<file path="src/rtl/rfs_params.svh">
// constants for the ramped keying sweep engine
`ifndef RFS_PARAMS_SVH
`define RFS_PARAMS_SVH
`define RFS_ADDR_STEP0      8'h10
`define RFS_ADDR_STEP5      8'h15
`define RFS_ADDR_LOW0       8'h04
`define RFS_ADDR_HIGH0      8'h0a
`define RFS_ADDR_RATE0      8'h1a
`define RFS_ADDR_RATE2      8'h1c
`define RFS_ADDR_CTRL       8'h1f
`define RFS_ADDR_UPD0       8'h16
`define RFS_ADDR_UPD3       8'h19
`define RFS_ADDR_MODE       8'h1e
`define RFS_BIT_TRIANGLE    5
`define RFS_BIT_CLR_FREQ    3
`define RFS_BIT_CLR_ALL     2
`define RFS_BIT_INT_UPDATE  0
`define RFS_CTRL_RESET      8'h01
`define RFS_MODE_RESET      3'h0
`define RFS_MODE_RAMPED     3'h2
`define RFS_MODE_CHIRP      3'h3
`define RFS_RATE_RESET      20'h00001
`define RFS_UPD_RESET       32'h00000040
`endif

</file>
<file path="src/rtl/rfs_pkg.sv">
// types for the ramped keying sweep engine
package rfs_pkg;
    typedef enum logic [2:0] {
        RFS_IDLE = 3'b001,
        RFS_RAMP = 3'b010,
        RFS_HOLD = 3'b100
    } rfs_state_t;
endpackage

</file>
<file path="src/rtl/rfs_rate_counter.sv">
// ramp-rate down-counter giving one pulse every n+1 clocks
`timescale 1ns/1ps
module rfs_rate_counter (
    input  wire logic        clk_sys,
    input  wire logic        reset,
    input  wire logic        run,
    input  wire logic        restart,
    input  wire logic [19:0] rate,
    output logic             tick
);
    typedef struct packed {
        logic [19:0] count;
        logic        tick;
    } rfs_rc_t;

    rfs_rc_t r;
    rfs_rc_t next_r;

    always_comb begin
        next_r      = r;
        next_r.tick = 1'b0;
        if (restart || !run) begin
            next_r.count = rate;
        end else if (r.count == 20'h00000) begin
            next_r.tick  = 1'b1;
            next_r.count = rate;
        end else begin
            next_r.count = r.count - 20'h00001;
        end
    end

    always_ff @(posedge clk_sys) begin
        if (reset) begin
            r <= '0;
        end else begin
            r <= next_r;
        end
    end

    assign tick = r.tick;

    period_exact_a: assert property (@(posedge clk_sys) disable iff (reset)
        (r.tick && run && !restart && rate == 20'h00003 && $stable(rate))[*1] ##1
        (run && !restart && rate == 20'h00003)[*3]
        |-> ##1 r.tick)
        else $error("ramp pulse spacing wrong");
endmodule

</file>
<file path="src/rtl/rfs_sweep_engine.sv">
// ramped keying frequency sweep engine with byte register port
`timescale 1ns/1ps
`include "rfs_params.svh"
// =====================================================================
// Summary of operation
// - rate pulse every N+1 clocks
// - each rate pulse steps frequency accumulator
// - counter stops at destination word
// - destination held while select unchanged
// - 48-bit unsigned step word at 10-15h
// - step added to accumulator each pulse
// - accumulator added/subtracted from start word
// - early select toggle reverses ramp immediately
// - triangle bit sweeps, ignores select pin
// - triangle runs continuously, equal dwell
// - triangle start chosen by select level
// - new step acts immediately; new rate from next reload
// - 32-bit internal update counter pulses
// - frequency clear is one-clock pulse
// - held clear pulses on each update edge
// - clear pulse restarts ramp from start
// - clear-all clears both accumulators
// - clear-all held keeps 0 Hz output
// - ramped mode confined; chirp unbounded
// - select low low word, high high word
// - select change starts rate counter
module rfs_sweep_engine (
    input  wire logic        clk_sys,
    input  wire logic        reset,
    input  wire logic [7:0]  reg_addr,
    input  wire logic [7:0]  reg_wdata,
    input  wire logic        reg_write,
    input  wire logic        reg_read,
    input  wire logic        update_pin,
    input  wire logic        keying_select_pin,
    output logic      [7:0]  reg_rdata,
    output logic      [47:0] tuning_word,
    output logic      [47:0] phase_accumulator,
    output logic             update_pulse,
    output logic             ramp_busy
);
    // =================================================================
    // state
    typedef struct packed {
        logic [47:0]         sweep_step_word;
        logic [47:0]         tuning_word_low;
        logic [47:0]         tuning_word_high;
        logic [19:0]         rate;
        logic [31:0]         upd_period;
        logic [7:0]          sweep_control;
        logic [2:0]          mode;
        logic [7:0]          rdata;
        logic [47:0]         frequency_accumulator;
        logic [47:0]         phase_accumulator;
        logic [47:0]         tuning_word;
        logic [31:0]         upd_count;
        logic                upd_pulse;
        logic [2:0]          upd_sync;
        logic [1:0]          sel_sync;
        logic                sel_prev;
        logic                dir;
        logic                tri_prev;
        logic                clr_pend;
        rfs_pkg::rfs_state_t state;
    } rfs_reg_t;

    rfs_reg_t r;
    rfs_reg_t next_r;
    logic     tick;
    logic     run;
    logic     restart;

    rfs_rate_counter u_rate (
        .clk_sys (clk_sys),
        .reset   (reset),
        .run     (run),
        .restart (restart),
        .rate    (r.rate),
        .tick    (tick)
    );

    // =================================================================
    // next state
    logic        sel;
    logic        triangle;
    logic        ramped;
    logic        upd_edge;
    logic        sel_edge;
    logic        clr_pulse;
    logic        clr_all;
    logic [47:0] start_word;
    logic [47:0] dest_word;
    logic [47:0] next_acc;
    logic [47:0] span;
    logic [48:0] next_word;
    logic        reached;

    assign run     = (r.state == rfs_pkg::RFS_RAMP) && !clr_all;
    assign restart = sel_edge || clr_pulse || (triangle && !r.tri_prev);

    always_comb begin
        next_r    = r;
        sel       = r.sel_sync[1];
        triangle  = r.sweep_control[`RFS_BIT_TRIANGLE] && r.mode == `RFS_MODE_RAMPED;
        ramped    = r.mode == `RFS_MODE_RAMPED;
        clr_all   = r.sweep_control[`RFS_BIT_CLR_ALL];
        upd_edge  = r.upd_sync[1] && !r.upd_sync[2];
        if (r.sweep_control[`RFS_BIT_INT_UPDATE]) begin
            upd_edge = r.upd_pulse;
        end
        sel_edge  = !triangle && (sel != r.sel_prev);
        clr_pulse = r.clr_pend || (r.sweep_control[`RFS_BIT_CLR_FREQ] && upd_edge);
        // dir 0: ramping toward high word from low (start low)
        start_word = r.dir ? r.tuning_word_high : r.tuning_word_low;
        dest_word  = r.dir ? r.tuning_word_low : r.tuning_word_high;
        span       = r.tuning_word_high - r.tuning_word_low;
        next_acc   = r.frequency_accumulator + r.sweep_step_word;
        reached    = ramped && (next_acc >= span);
        // registers
        next_r.sel_sync = {r.sel_sync[0], keying_select_pin};
        next_r.upd_sync = {r.upd_sync[1:0], update_pin};
        next_r.sel_prev = sel;
        next_r.tri_prev = triangle;
        next_r.clr_pend = 1'b0;
        next_r.rdata    = 8'h00;
        if (reg_write) begin
            if (reg_addr >= `RFS_ADDR_STEP0 && reg_addr <= `RFS_ADDR_STEP5) begin
                next_r.sweep_step_word[8*(reg_addr-`RFS_ADDR_STEP0) +: 8] = reg_wdata;
            end else if (reg_addr >= `RFS_ADDR_LOW0 && reg_addr < `RFS_ADDR_HIGH0) begin
                next_r.tuning_word_low[8*(reg_addr-`RFS_ADDR_LOW0) +: 8] = reg_wdata;
            end else if (reg_addr >= `RFS_ADDR_HIGH0 && reg_addr < `RFS_ADDR_STEP0) begin
                next_r.tuning_word_high[8*(reg_addr-`RFS_ADDR_HIGH0) +: 8] = reg_wdata;
            end else if (reg_addr == `RFS_ADDR_RATE2) begin
                // only the low nibble of the top byte exists in a 20-bit rate
                next_r.rate[19:16] = reg_wdata[3:0];
            end else if (reg_addr >= `RFS_ADDR_RATE0 && reg_addr < `RFS_ADDR_RATE2) begin
                next_r.rate[8*(reg_addr-`RFS_ADDR_RATE0) +: 8] = reg_wdata;
            end else if (reg_addr >= `RFS_ADDR_UPD0 && reg_addr <= `RFS_ADDR_UPD3) begin
                next_r.upd_period[8*(reg_addr-`RFS_ADDR_UPD0) +: 8] = reg_wdata;
            end else if (reg_addr == `RFS_ADDR_MODE) begin
                next_r.mode = reg_wdata[2:0];
            end else if (reg_addr == `RFS_ADDR_CTRL) begin
                next_r.sweep_control = reg_wdata;
                // rising write of the clear bit fires one pulse at once
                if (reg_wdata[`RFS_BIT_CLR_FREQ]
                        && !r.sweep_control[`RFS_BIT_CLR_FREQ]) begin
                    next_r.clr_pend = 1'b1;
                end
            end
        end
        if (reg_read) begin
            if (reg_addr >= `RFS_ADDR_STEP0 && reg_addr <= `RFS_ADDR_STEP5) begin
                next_r.rdata = r.sweep_step_word[8*(reg_addr-`RFS_ADDR_STEP0) +: 8];
            end else if (reg_addr >= `RFS_ADDR_LOW0 && reg_addr < `RFS_ADDR_HIGH0) begin
                next_r.rdata = r.tuning_word_low[8*(reg_addr-`RFS_ADDR_LOW0) +: 8];
            end else if (reg_addr >= `RFS_ADDR_HIGH0 && reg_addr < `RFS_ADDR_STEP0) begin
                next_r.rdata = r.tuning_word_high[8*(reg_addr-`RFS_ADDR_HIGH0) +: 8];
            end else if (reg_addr >= `RFS_ADDR_RATE0 && reg_addr <= `RFS_ADDR_RATE2) begin
                next_r.rdata = 8'(r.rate >> (8*(reg_addr-`RFS_ADDR_RATE0)));
            end else if (reg_addr >= `RFS_ADDR_UPD0 && reg_addr <= `RFS_ADDR_UPD3) begin
                next_r.rdata = r.upd_period[8*(reg_addr-`RFS_ADDR_UPD0) +: 8];
            end else if (reg_addr == `RFS_ADDR_MODE) begin
                next_r.rdata = {4'h0, r.state == rfs_pkg::RFS_RAMP, r.mode};
            end else if (reg_addr == `RFS_ADDR_CTRL) begin
                next_r.rdata = r.sweep_control;
            end
        end
        // internal update counter
        next_r.upd_pulse = 1'b0;
        if (r.upd_count == 32'h00000000) begin
            next_r.upd_pulse = 1'b1;
            next_r.upd_count = r.upd_period;
        end else begin
            next_r.upd_count = r.upd_count - 32'h00000001;
        end
        // sweep control
        if (triangle && !r.tri_prev) begin
            next_r.dir                   = sel;
            next_r.frequency_accumulator = 48'h000000000000;
            next_r.state                 = rfs_pkg::RFS_RAMP;
        end else if (sel_edge) begin
            // early toggle turns round from where the ramp stands
            // select high heads for the high word, so the ramp starts low
            next_r.dir                   = !sel;
            next_r.frequency_accumulator = (r.state == rfs_pkg::RFS_RAMP && ramped)
                                           ? span - r.frequency_accumulator : 48'h0;
            next_r.state                 = rfs_pkg::RFS_RAMP;
        end else if (clr_pulse) begin
            next_r.frequency_accumulator = 48'h000000000000;
            // an idle engine has no ramp to restart; the start-up
            // clear toggle must not launch a sweep on its own
            if (r.state != rfs_pkg::RFS_IDLE) begin
                next_r.state = rfs_pkg::RFS_RAMP;
            end
        end else if (tick && r.state == rfs_pkg::RFS_RAMP) begin
            if (reached) begin
                next_r.frequency_accumulator = span;
                if (triangle) begin
                    // endpoints dwell one period like any step
                    next_r.dir                   = !r.dir;
                    next_r.frequency_accumulator = 48'h000000000000;
                end else begin
                    next_r.state = rfs_pkg::RFS_HOLD;
                end
            end else begin
                next_r.frequency_accumulator = next_acc;
            end
        end
        if (clr_all) begin
            next_r.frequency_accumulator = 48'h000000000000;
        end
        case (r.state)
            rfs_pkg::RFS_IDLE: next_r.state = next_r.state;
            rfs_pkg::RFS_RAMP: next_r.state = next_r.state;
            rfs_pkg::RFS_HOLD: next_r.state = next_r.state;
            default:           next_r.state = rfs_pkg::RFS_IDLE;
        endcase
        // output word: ramped mode bounded, chirp free
        if (ramped && r.dir) begin
            next_word = {1'b0, start_word} - {1'b0, r.frequency_accumulator};
        end else begin
            next_word = {1'b0, start_word} + {1'b0, r.frequency_accumulator};
        end
        next_r.tuning_word = next_word[47:0];
        if (clr_all) begin
            next_r.tuning_word       = 48'h000000000000;
            next_r.phase_accumulator = 48'h000000000000;
        end else begin
            next_r.phase_accumulator = r.phase_accumulator + r.tuning_word;
        end
        if (dest_word == start_word) begin
            next_r.tuning_word = next_r.tuning_word;
        end
    end

    always_ff @(posedge clk_sys) begin
        if (reset) begin
            r               <= '0;
            r.sweep_control <= `RFS_CTRL_RESET;
            r.mode          <= `RFS_MODE_RESET;
            r.rate          <= `RFS_RATE_RESET;
            r.upd_period    <= `RFS_UPD_RESET;
            r.state         <= rfs_pkg::RFS_IDLE;
        end else begin
            r <= next_r;
        end
    end

    assign reg_rdata         = r.rdata;
    assign tuning_word       = r.tuning_word;
    assign phase_accumulator = r.phase_accumulator;
    assign update_pulse      = r.upd_pulse;
    // one-hot: the ramp state bit is itself a flop
    assign ramp_busy         = r.state[1];

    // =================================================================
    // checks
    hold_no_move_a: assert property (@(posedge clk_sys) disable iff (reset)
        (r.state == rfs_pkg::RFS_HOLD && !restart && !clr_all)
        |=> $stable(r.frequency_accumulator))
        else $error("held sweep moved");
    clamp_dest_a: assert property (@(posedge clk_sys) disable iff (reset)
        (tick && reached && !triangle && !restart && !clr_all
         && r.state == rfs_pkg::RFS_RAMP)
        |=> r.frequency_accumulator == $past(span) && r.state == rfs_pkg::RFS_HOLD)
        else $error("destination not clamped");
    step_add_a: assert property (@(posedge clk_sys) disable iff (reset)
        (tick && !reached && !restart && !clr_all && r.state == rfs_pkg::RFS_RAMP)
        |=> r.frequency_accumulator == $past(next_acc))
        else $error("step not accumulated");
    clear_all_a: assert property (@(posedge clk_sys) disable iff (reset)
        clr_all |=> r.frequency_accumulator == 48'h0 && r.tuning_word == 48'h0)
        else $error("clear-all not holding zero");
    freq_clear_a: assert property (@(posedge clk_sys) disable iff (reset)
        (clr_pulse && !clr_all && !sel_edge && !(triangle && !r.tri_prev)
         && r.state != rfs_pkg::RFS_IDLE)
        |=> r.frequency_accumulator == 48'h0 && r.state == rfs_pkg::RFS_RAMP)
        else $error("clear pulse did not restart");
    upd_clear_a: assert property (@(posedge clk_sys) disable iff (reset)
        (r.sweep_control[`RFS_BIT_CLR_FREQ] && upd_edge) |-> clr_pulse)
        else $error("update edge gave no clear");
    tri_start_a: assert property (@(posedge clk_sys) disable iff (reset)
        (triangle && !r.tri_prev) |=> r.dir == $past(sel))
        else $error("triangle start wrong");
    // in triangle only an endpoint may turn the sweep, never the pin
    tri_ignore_a: assert property (@(posedge clk_sys) disable iff (reset)
        (triangle && r.tri_prev && !tick) |=> r.dir == $past(r.dir))
        else $error("select pin acted in triangle");
    clear_write_a: assert property (@(posedge clk_sys) disable iff (reset)
        (reg_write && reg_addr == `RFS_ADDR_CTRL && reg_wdata[`RFS_BIT_CLR_FREQ]
         && !r.sweep_control[`RFS_BIT_CLR_FREQ]) |=> clr_pulse)
        else $error("clear write gave no pulse");
    phase_clear_a: assert property (@(posedge clk_sys) disable iff (reset)
        clr_all |=> r.phase_accumulator == 48'h0)
        else $error("phase accumulator not cleared");
    select_start_a: assert property (@(posedge clk_sys) disable iff (reset)
        (sel_edge && !clr_all) |=> r.state == rfs_pkg::RFS_RAMP)
        else $error("select change did not start ramp");
endmodule

</file>
<file path="config.mk">
export PLATFORM = sky130hd
export DESIGN_NAME = rfs_sweep_engine
export DESIGN_NICKNAME = d
export VERILOG_FILES = /design/src/rtl/rfs_pkg.sv /design/src/rtl/rfs_rate_counter.sv /design/src/rtl/rfs_sweep_engine.sv
export VERILOG_INCLUDE_DIRS = /design/src /design/src/rtl
export SDC_FILE = /design/constraint.sdc
export NUM_CORES = 2
export LEC_CHECK = 0
export ABC_AREA = 1
export BUFFER_PORTS_ARGS = -buffer_cell sky130_fd_sc_hd__clkbuf_2
export CORE_ASPECT_RATIO = 1.2
export CORE_MARGIN = 1
export CORE_UTILIZATION = 50
export DETAILED_ROUTE_END_ITERATION = 8
export PLACE_DENSITY = 0.7
export SYNTH_ARGS = -nofsm -noshare
export SYNTH_HDL_FRONTEND = slang
export SYNTH_SLANG_ARGS = --single-unit
</file>
<file path="constraint.sdc">
create_clock -name clk_sys -period 11.3 [get_ports clk_sys]
set_input_delay 0.565 -clock clk_sys [delete_from_list [all_inputs] [get_ports clk_sys]]
set_output_delay 0.565 -clock clk_sys [all_outputs]
set_load 0.03 [all_outputs]
</file>
==> impl_metrics.py <==
metrics = {
    "clock_network": {
        "cts_buffers": 50,
        "postCtsSetupBuffers": 0,
        "cts_tree": "built",
        "cts_sinks": 425,
        "clock_path_buffers": 3,
        "cts-resized-gates": 0,
        "htreeDepth": 2,
        "cts_root_buf": "clkbuf_16",
        "cts.clk_slew.worst_paths_ns": 0.07,
        "clock_latency_ns": 0.65,
        "postCtsHoldBufs": 0,
    },
    "worst_setup_path": {
        "critical_path.top_delay_family": "simple AND/OR/NAND/NOR gates",
        "cpPeakStageDelay_ns": 0.76,
        "critPathMaxFanout": 49,
        "crit_top_cell": "nand2_1",
        "slowest_stage": "clkinv_1",
        "critPathCaptureType": "flip-flop",
        "worstPathRequired_ns": 11.88,
        "critPathLaunchType": "flip-flop",
        "critPathArrivalTime_ns": 7.36,
        "worst-path-buf-inv": 6,
        "critPathKind": "reg -> reg",
    },
    "die": {
        "ios": 128,
        "die_area_um2": 85300,
        "rows": 116,
        "die_x_um": 267,
        "start_util": 0.505,
        "core_um2": 83300,
        "die_h_um": 320,
    },
    "power": {
        "p_switching_uw": 2010,
        "powerDensity_nw_per_um2": 114,
        "seqPwrFrac": 0.333,
        "clockPowerShare": 0.354,
        "p_int_uw": 3070,
        "switching_share": 0.395,
        "combPwrFrac": 0.313,
        "p_leak_uw": 0.0222,
        "ir_drop_uv": 146,
        "power.total_uw": 5080,
    },
    "placement": {
        "place_ws_ns": 4.77,
        "hpwl_um": 153000,
        "gp_congestion": 1.15,
        "dpl_cell_area_um2": 42700,
        "numPortBuffers": 127,
    },
    "yosys": {
        "synth_seq_area_share": 0.202,
        "syn_nets": 7341,
        "synth.avg_cell_area_um2": 6.03,
        "synthCells": 6972,
        "async_flop_share": 0,
        "dominantRegCellSynth": "dfxtp_1",
        "synth_top_area_cell": "dfxtp_1",
        "synthTopCellsByArea": "dfxtp_1 20%, nand2_1 11%, ha_1 10%",
        "yosysWarnings": 0,
        "synth_edf_count": 0,
        "yosysTopAreaCellShare": 0.202,
        "ys_types": 66,
        "synth_seq_cells": 425,
        "synth_area_um2": 42100,
    },
    "sta": {
        "maxSlewViolCount": 3,
        "timing.fmax_mhz": 148,
        "fin_tns_setup_ns": 0,
        "period_needed_ns": 6.77,
        "rsz0062_at_grt": "no",
        "period_share": 0.600,
        "skew_ns": 0.0262,
        "final_hold_viol_count": 0,
        "slew_headroom": -0.0192,
        "worstMarginPinSlew_ns": 1.51,
        "fin_ws_ns": 4.53,
        "setup_viol": 0,
    },
    "flow_run": {
        "cap_violations": 1,
    },
    "drt": {
        "route.detailed.drc": 0,
        "first_pass_iters": 6,
        "avgRoutedWirePerCell_um": 23.7,
        "ant_nets": 0,
        "drt-initial-drc-count": 5257,
        "wirelength_um": 190000,
        "vias": 47900,
        "viasPerCell": 5.96,
    },
    "layout": {
        "multiInputGateArea_um2": 28000,
        "num_antenna_cells": 0,
        "final_layout_size_suffix_gt1_frac": 0.0547,
        "utilization": 0.534,
        "syn_to_final_growth_pct": 5.77,
        "final-seq-area_um2": 8510,
        "design_area_um2": 44500,
        "fin_nets": 7252,
        "nFillCells": 8852,
    },
    "global_routing": {
        "grt_pass1_vias": 44300,
        "grt_pass1_wl_um": 277000,
        "gr-usage-all-layers": 0.435,
        "grt_start_max_net_pins": 99,
        "gr-total-overflow": 0,
        "grt_antenna_before_repair": 3,
    },
    "outcome": {
        "violations": "max-capacitance violations, max-slew violations",
        "outcome": "finished, violations left",
    },
    "worst_hold_path": {
        "worst_hold_path_type": "in -> reg",
    },
}
[state kept, by name, summed over array words and instances (netlist names)]
signal,flops
reg_rdata,8
next_r,4
phase_accumulator,48
clr_all,1
update_pulse,1
u_rate.r,20
u_rate.tick,1
r,293
ramp_busy,1
tuning_word,48
[power groups by stage]
stage / Combinational, uW / Clock [uW] / Sequential [uW]
2_1_floorplan: 1150 / 0 / 1680
3_3_place_gp: 1520 / 0 / 1720
3_5_place_dp: 1530 / 0 / 1720
4_1_cts: 1530 / 1800 / 1690
5_1_grt: 1730 / 1860 / 1700
6_report: 1590 / 1800 / 1690
[routing by layer]
layer / GRT usage / part of all wire / up-vias
met1: 0.504 / 0.37 / 21800
met3: 0.0818 / 0.089 / 695
met2: 0.683 / 0.43 / 2542
met5: 0 / 0.00015 / -
li1: - / - / 22800
met4: 0.388 / 0.11 / 4
[synthesized netlist by cell type (14+ instances only)]
library cell,n
a211oi_1,38
a21boi_0,21
a21o_1,18
a21oi_1,764
a31oi_1,66
buf_1,19
buf_2,14
buf_4,111
clkbuf_1,135
dfxtp_1,425
ha_1,342
inv_1,1013
nand2_1,1216
nand2_2,26
nand3_1,290
nand4_1,98
nor2_1,959
nor3_1,130
nor4_1,41
o211ai_1,36
o21a_1,41
o21ai_0,730
o21ai_1,38
o21bai_1,43
or2_2,24
xnor2_1,28
xor2_1,121
[final cells by class]
class | count | share of cell area
inverters | 1036 | 0.0879
repair buffers | 151 | 0.0184
multi-input cells | 5219 | 0.630
flip-flops and latches | 425 | 0.191
clock inverters | 23 | 0.00723
clock buffers | 69 | 0.0334
well taps | 1121 | 0.0315
[final timing paths]
kind,startpoint,endpoint,slack (ns),depth (start not counted)
hold / removal,keying_select_pin,next_r[8],0.11,3
setup reg to reg,r[260],r[178],4.53,31
setup / recovery,r[260],r[178],4.53,31
hold reg to reg,next_r[10],next_r[11],0.41,2
[layout by cell type (no fill, tap or decap), types with 7 or more instances in the layout]
| master | n |
|---|---|
| nor4_1 | 41 |
| nand3b_1 | 11 |
| nor2_1 | 955 |
| inv_1 | 1011 |
| a31oi_1 | 66 |
| nand2_2 | 27 |
| a21boi_0 | 21 |
| inv_2 | 12 |
| clkinv_2 | 10 |
| o22ai_1 | 10 |
| a211oi_1 | 38 |
| nor3_1 | 130 |
| inv_4 | 7 |
| or2_2 | 24 |
| o221ai_1 | 8 |
| o21ai_0 | 730 |
| buf_4 | 25 |
| xor2_1 | 121 |
| xnor2_1 | 28 |
| nand2_1 | 1215 |
| o211ai_1 | 36 |
| clkbuf_2 | 125 |
| clkbuf_8 | 14 |
| a21oi_1 | 764 |
| a21o_1 | 18 |
| dfxtp_1 | 424 |
| o21bai_1 | 43 |
| nor2_4 | 15 |
| clkbuf_16 | 51 |
| nand4_1 | 98 |
| and3_1 | 13 |
| o31ai_1 | 12 |
| nor2_2 | 12 |
| o21a_1 | 41 |
| nand3_1 | 290 |
| ha_1 | 342 |
| nand3_2 | 13 |
| o21ai_1 | 38 |
[cells by family (layout without fill, tap and decap cells)]
group                      after synthesis  in the layout  synth area share
DFF                                    425            425             0.202
buffers and inverters                 1328           1279             0.132
adders and majority gates              347            347             0.104
AOI/OAI and AO/OA                     1846           1846             0.237
xor gates and xnor gates               152            152            0.0322
and+or+nand+nor                       2874           2874             0.293
[metrics by stage]
stage	hold slack (ns)	cells
2_1_floorplan	0.388	6972
6_report	0.108	8044
4_1_cts	0.101	8044
3_5_place_dp	0.397	7952
3_3_place_gp	0.401	7952
5_1_grt	0.113	8044
[worst reg2reg max path, delay by kind of cell, from the launching register on]
family          cells  cell delay, ns
flops               1            0.30
buf+inv             6            1.69
compound gates      2            0.70
fa+ha+maj           3            0.86
simple gates       20            3.17
(Power assumes the default switching activity.)
